`config.mk`:
```
export PLATFORM = sky130hd
export DESIGN_NAME = ebg_bank_gap
export DESIGN_NICKNAME = d
export VERILOG_FILES = /design/src/verilog/ebg_bank_gap.v
export VERILOG_INCLUDE_DIRS = /design/src /design/src/verilog
export SDC_FILE = /design/constraint.sdc
export NUM_CORES = 1
export LEC_CHECK = 0
export BUFFER_PORTS_ARGS = -buffer_cell sky130_fd_sc_hd__buf_2
export CAP_MARGIN = 5
export CORE_MARGIN = 2
export CORE_UTILIZATION = 25
export CTS_CLUSTER_DIAMETER = 100
export DETAILED_ROUTE_END_ITERATION = 10
export GPL_TIMING_DRIVEN = 0
export HOLD_SLACK_MARGIN = 0.05
export PLACE_DENSITY = 0.61
export REMOVE_ABC_BUFFERS = 1
export SLEW_MARGIN = 20
export SYNTH_ARGS = -nofsm -noshare
export SYNTH_HDL_FRONTEND = slang
export SYNTH_SLANG_ARGS = --single-unit
```
`constraint.sdc`:
```
create_clock -name clk_sys_i -period 2.58 [get_ports clk_sys_i]
set_input_delay 0.387 -clock clk_sys_i [delete_from_list [all_inputs] [get_ports clk_sys_i]]
set_output_delay 0.387 -clock clk_sys_i [all_outputs]
set_load 0.1 [all_outputs]
```
`src/verilog/ebg_defines.vh`:
```
/*
 register map, field layout, reset values and timing constants of the
 bank-gap and hard-reset block. assumes a 32-bit avalon-mm word bus with
 a word-index address.
*/
`ifndef EBG_DEFINES_VH
`define EBG_DEFINES_VH

// register word indices
`define EBG_ADDR_W          2
`define EBG_IDX_BANK        2'h0
`define EBG_IDX_REV         2'h1
`define EBG_IDX_HRST        2'h2
`define EBG_IDX_CTRL        2'h3

// bank_switch_control fields
`define EBG_ZONE_LSB        0
`define EBG_ZONE_MSB        2
`define EBG_GAP_LSB         3
`define EBG_GAP_MSB         5
`define EBG_GAP_RST         3'h7
`define EBG_ZONE_RST        3'h7
`define EBG_ZONE_0          3'h0
`define EBG_ZONE_6          3'h6
`define EBG_ZONE_7          3'h7

// hard_reset_command and control register fields
`define EBG_HRST_BIT        30
`define EBG_CTRL_PWE_BIT    0

// revision value, arbitrary
`define EBG_REVISION        16'h0001
`define EBG_REV_MSB         15
`define EBG_REV_LSB         0

// gap counter end points and the all-zero read word
`define EBG_GAP_NONE        3'h0
`define EBG_GAP_LAST        3'h1
`define EBG_WORD_ZERO       32'h0000_0000

// timing clock is the system clock divided by two
`define EBG_TCLK_DIV        1'h1

`endif

```
`src/verilog/ebg_bank_gap.v`:
```
/*
 bank-switch gap insertion, revision readout and software hard reset for
 an external memory interface, behind an avalon-mm slave.
 assumes accesses are offered by the wider interface as a valid/zone pair
 held until taken; one access is launched per accepted request.
 assumes the timing clock is an enable pulse on every second system clock,
 so a gap of n timing cycles spans about 2n system cycles, the phase of
 the divider deciding the last one.
 assumes the ready pin is asynchronous to the system clock.
 assumes software writes only the zone codes that select a zone.
*/
// Design decisions made here: the Avalon-MM register port and the address map.
// How it works
// RULE_01: idle timing-clock cycles inserted when an access enters or leaves the zone.
// RULE_02: gap field is a binary count, zero to seven timing cycles.
// RULE_03: reset loads gap field with seven timing cycles, fourteen system cycles.
// RULE_04: three-bit zone field picks the single bank-switched zone.
// RULE_05: zone codes 000, 110, 111 valid; 001 to 101 reserved.
// RULE_06: reset selects zone seven as the bank-switched zone.
// RULE_07: bank and hard-reset writes only land while protected writes are enabled.
// RULE_08: sixteen-bit read-only revision field, informational only.
// RULE_09: writing zero to hard-reset bit does nothing; it reads zero.
// RULE_10: writing one restores defaults and drives interface outputs inactive.
// RULE_11: hard reset drops any access in progress or pending, unfinished.
// RULE_12: hard reset releases any stall held on the DMA requester.
// RULE_13: processor should hard reset when ready sticks low during DMA.
// RULE_14: peripheral drives ready high when it can finish the access.
// RULE_15: reserved bits read zero and ignore writes.
// RULE_16: no gap between accesses on the same side of the zone.
`timescale 1ns/1ps
`include "ebg_defines.vh"

module ebg_bank_gap (
  // clock and reset
  input  wire                   clk_sys_i,
  input  wire                   rst_i,
  // avalon-mm slave
  input  wire [`EBG_ADDR_W-1:0] avs_address_i,
  input  wire                   avs_read_i,
  input  wire                   avs_write_i,
  input  wire [31:0]            avs_writedata_i,
  output reg  [31:0]            avs_readdata_o,
  output reg                    avs_waitrequest_o,
  // access requests from the interface sequencer
  input  wire                   acc_valid_i,
  input  wire [2:0]             acc_zone_i,
  input  wire                   dma_req_i,
  input  wire                   ext_ready_i,
  // access launch and status
  output reg                    acc_start_o,
  output reg                    acc_ready_o,
  output reg                    gap_busy_o,
  output reg                    dma_stall_o,
  output reg                    force_interface_reinit_o,
  output reg  [2:0]             bank_zone_o,
  output reg  [2:0]             bank_gap_cycles_o
);

  // is a zone code one of the decodable zones
  function zone_legal;
    input [2:0] z;
    begin
      zone_legal = (z == `EBG_ZONE_0) || (z == `EBG_ZONE_6) ||
                   (z == `EBG_ZONE_7);
    end
  endfunction

  // does the bus address select the given register word
  function reg_hit;
    input [`EBG_ADDR_W-1:0] a;
    input [`EBG_ADDR_W-1:0] idx;
    begin
      reg_hit = (a == idx);
    end
  endfunction

  // gap sequencer states
  localparam ST_IDLE = 2'h0;
  localparam ST_GAP  = 2'h1;
  localparam ST_ACC  = 2'h2;

  // control fields
  reg  [2:0]  gap_r;
  reg  [2:0]  zone_r;
  reg         pwe_r;

  // gap sequencer
  reg  [1:0]  st_r;
  reg  [1:0]  st_nxt;
  reg  [2:0]  cnt_r;
  reg  [2:0]  cnt_nxt;
  reg         launch;

  // timing enable and zone history of the last launched access
  reg         tdiv_r;
  reg         have_last_r;
  reg         last_in_r;

  // ready synchroniser stages
  reg         rdy_s1_r;
  reg         rdy_s2_r;

  // bus handshake and register decode
  wire        tick;
  wire        bus_wr;
  wire        bus_rd;
  wire        wr_bank;
  wire        wr_hrst;
  wire        wr_ctrl;
  wire        hrst_fire;
  wire        in_zone;
  wire        crossing;

  // a read is taken when it arrives, so its data stand in the answer
  // cycle; a write lands only at the edge where waitrequest is low, the
  // one edge at which the master is sure to still hold it
  assign bus_wr    = avs_write_i & ~avs_waitrequest_o;
  assign bus_rd    = avs_read_i & avs_waitrequest_o;

  // one timing-clock enable every second system clock
  assign tick      = tdiv_r;

  // register writes; bank and hard-reset words are protected
  assign wr_bank   = bus_wr && pwe_r &&
                     reg_hit(avs_address_i, `EBG_IDX_BANK); // see RULE_07
  assign wr_hrst   = bus_wr && pwe_r &&
                     reg_hit(avs_address_i, `EBG_IDX_HRST); // see RULE_07
  assign wr_ctrl   = bus_wr && reg_hit(avs_address_i, `EBG_IDX_CTRL);
  assign hrst_fire = wr_hrst && avs_writedata_i[`EBG_HRST_BIT]; // see RULE_09

  // side of the selected zone that the offered access lies on
  assign in_zone   = (acc_zone_i == zone_r); // see RULE_04
  assign crossing  = have_last_r && (in_zone != last_in_r); // see RULE_16

  // waitrequest drops for exactly one cycle per request
  // a request is answered one cycle after it is taken, never later
  always @(posedge clk_sys_i) begin
    if (rst_i) begin
      avs_waitrequest_o <= 1'b1;
    end else if ((avs_read_i | avs_write_i) && avs_waitrequest_o) begin
      avs_waitrequest_o <= 1'b0;
    end else begin
      avs_waitrequest_o <= 1'b1;
    end
  end

  // timing clock enable, half the system rate
  // a hard reset leaves the divider phase alone
  always @(posedge clk_sys_i) begin
    if (rst_i) begin
      tdiv_r <= 1'b0;
    end else begin
      tdiv_r <= tdiv_r ^ `EBG_TCLK_DIV;
    end
  end

  // ready pin synchroniser
  // only the second stage is read by the sequencer
  always @(posedge clk_sys_i) begin
    if (rst_i) begin
      rdy_s1_r <= 1'b0;
      rdy_s2_r <= 1'b0;
    end else begin
      rdy_s1_r <= ext_ready_i;
      rdy_s2_r <= rdy_s1_r; // see RULE_14
    end
  end

  // control registers; hard reset restores defaults
  // reserved zone codes are dropped; the gap field is still written
  always @(posedge clk_sys_i) begin
    if (rst_i || hrst_fire) begin
      gap_r  <= `EBG_GAP_RST;  // see RULE_03, RULE_10
      zone_r <= `EBG_ZONE_RST; // see RULE_06, RULE_10
    end else if (wr_bank) begin
      gap_r <= avs_writedata_i[`EBG_GAP_MSB:`EBG_GAP_LSB]; // see RULE_07
      if (zone_legal(avs_writedata_i[`EBG_ZONE_MSB:`EBG_ZONE_LSB])) begin
        zone_r <= avs_writedata_i[`EBG_ZONE_MSB:`EBG_ZONE_LSB]; // see RULE_05
      end
    end
  end

  // protected write enable, an unprotected control register
  // left open so software can raise it; a hard reset leaves it alone
  always @(posedge clk_sys_i) begin
    if (rst_i) begin
      pwe_r <= 1'b0;
    end else if (wr_ctrl) begin
      pwe_r <= avs_writedata_i[`EBG_CTRL_PWE_BIT];
    end
  end

  // read mux; reserved bits and the hard-reset bit read zero
  // read data are held until the next read is taken
  always @(posedge clk_sys_i) begin
    if (rst_i) begin
      avs_readdata_o <= `EBG_WORD_ZERO;
    end else if (bus_rd) begin
      avs_readdata_o <= `EBG_WORD_ZERO; // see RULE_15
      case (avs_address_i)
        `EBG_IDX_BANK: begin
          avs_readdata_o[`EBG_GAP_MSB:`EBG_GAP_LSB]   <= gap_r;
          avs_readdata_o[`EBG_ZONE_MSB:`EBG_ZONE_LSB] <= zone_r;
        end
        `EBG_IDX_REV: begin
          avs_readdata_o[`EBG_REV_MSB:`EBG_REV_LSB] <= `EBG_REVISION; // see RULE_08
        end
        `EBG_IDX_HRST: begin
          avs_readdata_o <= `EBG_WORD_ZERO; // see RULE_09
        end
        `EBG_IDX_CTRL: begin
          avs_readdata_o[`EBG_CTRL_PWE_BIT] <= pwe_r;
        end
        default: begin
          avs_readdata_o <= `EBG_WORD_ZERO;
        end
      endcase
    end
  end

  // gap sequencer: counts timing-clock ticks before a crossing access
  // acc_valid_i must fall after acc_start_o, or the same access is
  // launched again once it completes
  always @* begin
    st_nxt  = st_r;
    cnt_nxt = cnt_r;
    launch  = 1'b0;
    case (st_r)
      // idle: launch at once unless the access crosses the zone edge with a nonzero gap
      ST_IDLE: begin
        if (acc_valid_i) begin
          if (crossing && (gap_r != `EBG_GAP_NONE)) begin
            st_nxt  = ST_GAP;          // see RULE_01
            cnt_nxt = gap_r;           // see RULE_02
          end else begin
            launch = 1'b1;             // see RULE_16
            st_nxt = ST_ACC;
          end
        end
      end
      // gap: count timing ticks; the access launches on the last one
      ST_GAP: begin
        if (tick) begin
          if (cnt_r == `EBG_GAP_LAST) begin
            launch = 1'b1;
            st_nxt = ST_ACC;
          end
          cnt_nxt = cnt_r - `EBG_GAP_LAST;
        end
      end
      // access: wait for the synchronised ready
      ST_ACC: begin
        if (rdy_s2_r) begin
          st_nxt = ST_IDLE;
        end
      end
      default: begin
        st_nxt = ST_IDLE;
      end
    endcase
  end

  // sequencer state; hard reset drops the pending access
  // history is cleared too, so the first access after it gets no gap
  always @(posedge clk_sys_i) begin
    if (rst_i || hrst_fire) begin
      st_r        <= ST_IDLE;  // see RULE_11
      cnt_r       <= `EBG_GAP_NONE;
      have_last_r <= 1'b0;
      last_in_r   <= 1'b0;
    end else begin
      st_r  <= st_nxt;
      cnt_r <= cnt_nxt;
      if (launch) begin
        have_last_r <= 1'b1;
        last_in_r   <= in_zone;
      end
    end
  end

  // registered outputs; all but the reinit pulse and the default-loaded field copies inactive after a hard reset
  // the reinit pulse marks the one cycle after a hard-reset write lands;
  // dma stall stands while dma is requested and an access is waiting or in flight, and the
  // field copies trail the control registers by one cycle
  always @(posedge clk_sys_i) begin
    if (rst_i || hrst_fire) begin
      acc_start_o              <= 1'b0; // see RULE_10, RULE_11
      acc_ready_o              <= 1'b0;
      gap_busy_o               <= 1'b0;
      dma_stall_o              <= 1'b0; // see RULE_12
      force_interface_reinit_o <= hrst_fire;
      bank_zone_o              <= `EBG_ZONE_RST;
      bank_gap_cycles_o        <= `EBG_GAP_RST;
    end else begin
      acc_start_o              <= launch;
      acc_ready_o              <= (st_r == ST_ACC) && rdy_s2_r;
      gap_busy_o               <= (st_nxt == ST_GAP);
      dma_stall_o              <= dma_req_i && (st_nxt != ST_IDLE);
      force_interface_reinit_o <= 1'b0;
      bank_zone_o              <= zone_r;
      bank_gap_cycles_o        <= gap_r;
    end
  end

endmodule // ebg_bank_gap

```
==> summary.txt <==
Synth
  – Mean Syn Cell Area: 9.073 µm²
  – Register bit total from synthesis: 35
  – Cell Area, Synth: 0.001624 mm²
  – Register area share after synthesis: 43.14%
  – Synth cell types: 42
  – Most used DFF post-synth: dfxtp_1
  – Number of flops mapped to enable cells by yosys: 0
  – Mapped Cells: 179
  – Synthesis warning total: 0
  – Async SR Flop Fraction: 0%

Timing
  – Final Hold Violating Endpoints: 0
  – Max-slew violation count: 0
  – Setup ws final: 0.7135 ns
  – Setup-failing EPs final: 0
  – Min cycle time layout: 1.866 ns
  – Final clock skew: 0.003545 ns
  – Setup TNS: 0 ns
  – Relative slew margins: 56.55%
  – Peak Freq: 535.8 MHz
  – Fin crit share: 72.34%
  – Worst-Margin Slew: 0.6510 ns
  – RSZ-0062 raised after global routing: false
  – Min Hold Slack: 0.3165 ns

Final layout
  – # nets final: 263
  – Fillers: 714
  – Diode count: 0
  – P&R area growth vs syn: 15.87%
  – Register area: 700.7 µm²
  – Layout cell share with drive strength beyond 1: 22.02%
  – Final Core Density: 29.81%
  – Multi-input gate area: 778.2 µm²

Power
  – VDD IR max: 0.2887 mV
  – PwrDens: 709.4 mW/mm²
  – Static Leak: 0.8388 nW
  – Total Power: 1.335 mW

Global routing
  – Global Route Usage Sum: 9.313%
  – Vias in the first global route: 1,090
  – Initial antenna violation count: 0
  – Largest net degree at the start of global routing: 16
  – First-pass GRT wire length: 5361 µm
  – Remaining Overflow, GRT: 0

Setup path
  – Slowest CP cell: nor3_2
  – Crit path from: zone_r[1]
  – Startpoint types: register
  – FF-to-FF Start: zone_r[1]
  – Worst Path Required: 2.79 ns
  – CP cell instances: xor2_1, nor3_2, mux2_4, a221o_1, a21oi_1
  – Worst Path Arrival: 2.08 ns
  – CP peak stage delay: 0.43 ns
  – CP Max Fanout: 7
  – Worst Path Class, Setup: register to register
  – Top delay family on crit path: compound AO/OA/AOI/OAI gates
  – Worst setup EP type: register
  – Worst reg2reg setup slack: 0.71 ns
  – Crit path buffers/inverters: 0

Clocking
  – CTS sink cnt: 35
  – CTS tree: done
  – # resized after CTS: 0
  – Htree depth: 2
  – Total CTS buffers: 5
  – Root Buffer: clkbuf_8
  – Setup bufs post-CTS: 0
  – Clock Tree Buf Depth: 2
  – CTS Hold Bufs: 0
  – Clk pin slew, worst setup/hold paths: 0.07 ns
  – Clock latency on the worst-skew pair: 0.28 ns

Route
  – Mean routed wirelength per cell: 11.19 µm
  – DRC: 0
  – First drt pass iteration count: 4
  – Final wirelength: 3300 µm
  – Starting DRT DRC Count: 94
  – Vias: 1,277
  – Routed Antenna Nets: 0
  – Via density per instance: 4.329

Job
  – MaxCap Viol Count: 0

Die
  – Ports: 88
  – Row count: 29
  – Die width: 84.60 µm
  – Height of the die: 84.60 µm
  – Core footprint: 0.006314 mm²
  – Die area: 0.007157 mm²
  – Initial Util: 25.72%

Place
  – Port buffer count: 36
  – HPWL after DPL: 2482 µm
  – Pre-CTS setup slack: 0.2034 ns
  – Final GP Congestion: 0.7565

Worst hold path
  – Worst hold start: avs_read_i
  – Hold Crit Class: input port to register

Run status
  – Status: completed
==> stage by stage <==
| stage | area, µm² | cells |
|---|---|---|
| floorplan | 1503 | 174 |
| global placement | 1779 | 287 |
| detailed placement | 1779 | 287 |
| CTS | 1879 | 295 |
| global route | 1882 | 295 |
| finish | 1882 | 295 |
==> layout by cell type, fill, tap and decap left out, types with 2 or more instances in the layout <==
cell       n
ha_1       2
nor2b_1    5
nand3_1    5
nand3b_1   2
mux2i_1    6
nand2b_1   7
a21o_1     2
and3_1     2
clkbuf_8   7
a21oi_1    9
inv_1      7
xor2_1     3
nor3_1     5
o211ai_1   2
a22oi_1    5
nand2_1   12
conb_1    26
nor2_1    15
o21ai_0    2
o22ai_1    2
buf_2     36
dfxtp_1   35
==> where the power goes <==
part	leakage (nW)	internal [mW]	total (mW)	switching, mW
sequential	0.285	0.559	0.576	0.0169
combinational	0.502	0.0481	0.328	0.280
clock	0.0515	0.244	0.431	0.188
==> layer usage <==
| layer | vias to the layer above | GRT usage (%) | part of all wire (%) |
|---|---|---|---|
| met3 | 6 | 2.950 | 6.3 |
| met1 | 590 | 11.83 | 44 |
| met5 | - | 0 | 0 |
| met2 | 44 | 15.03 | 48 |
| met4 | 0 | 3.030 | 1.5 |
| li1 | 637 | - | - |
==> final timing paths <==
kind | to | cells after the start
setup / recovery | cnt_r[1] | 5
hold / removal | avs_waitrequest_o | 2
setup reg to reg | cnt_r[1] | 5
hold reg to reg | rdy_s2_r | 1
==> cell type report <==
cell class,instances,share of cell area (%)
clock buffer,8,5.319
inverter,7,1.396
tap,77,5.120
timing repair buffer,36,9.575
sequential,35,37.23
multi-input combinational,132,41.36
==> cells in the mapped netlist (3+ instances only) <==
library cell,instances,share of area [%]
dfxtp_1,35,43
buf_4,27,12
nor2_1,16,3.7
nand2_1,12,2.8
a21oi_1,9,2.8
inv_1,7,1.6
nand2b_1,7,2.7
mux2i_1,6,3.7
a22oi_1,5,2.3
nand3_1,5,1.5
nor2b_1,5,1.9
nor3_1,5,1.5
xor2_1,3,1.6
==> registers in the layout, summed over array words and instances, names as in the netlist, 2 cells and up <==
name / flops
bank_zone_o: 3
bank_gap_cycles_o: 3
zone_r: 3
gap_r: 3
avs_readdata_o: 6
st_r: 2
cnt_r: 3
==> logic make-up (layout without fill, tap and decap cells) <==
logic type | after synthesis | after routing | share of synthesized area (%)
AOI/OAI and AO/OA | 30 | 30 | 12.48
adders and majority gates | 2 | 2 | 1.541
buffers and inverters | 37 | 51 | 14.87
DFF | 35 | 35 | 43.14
muxes | 7 | 7 | 4.622
xor gates and xnor gates | 4 | 4 | 2.158
and+or+nand+nor | 63 | 63 | 20.96
other | 1 | 26 | 0.2309
Power figures use the tool's default switching activity.
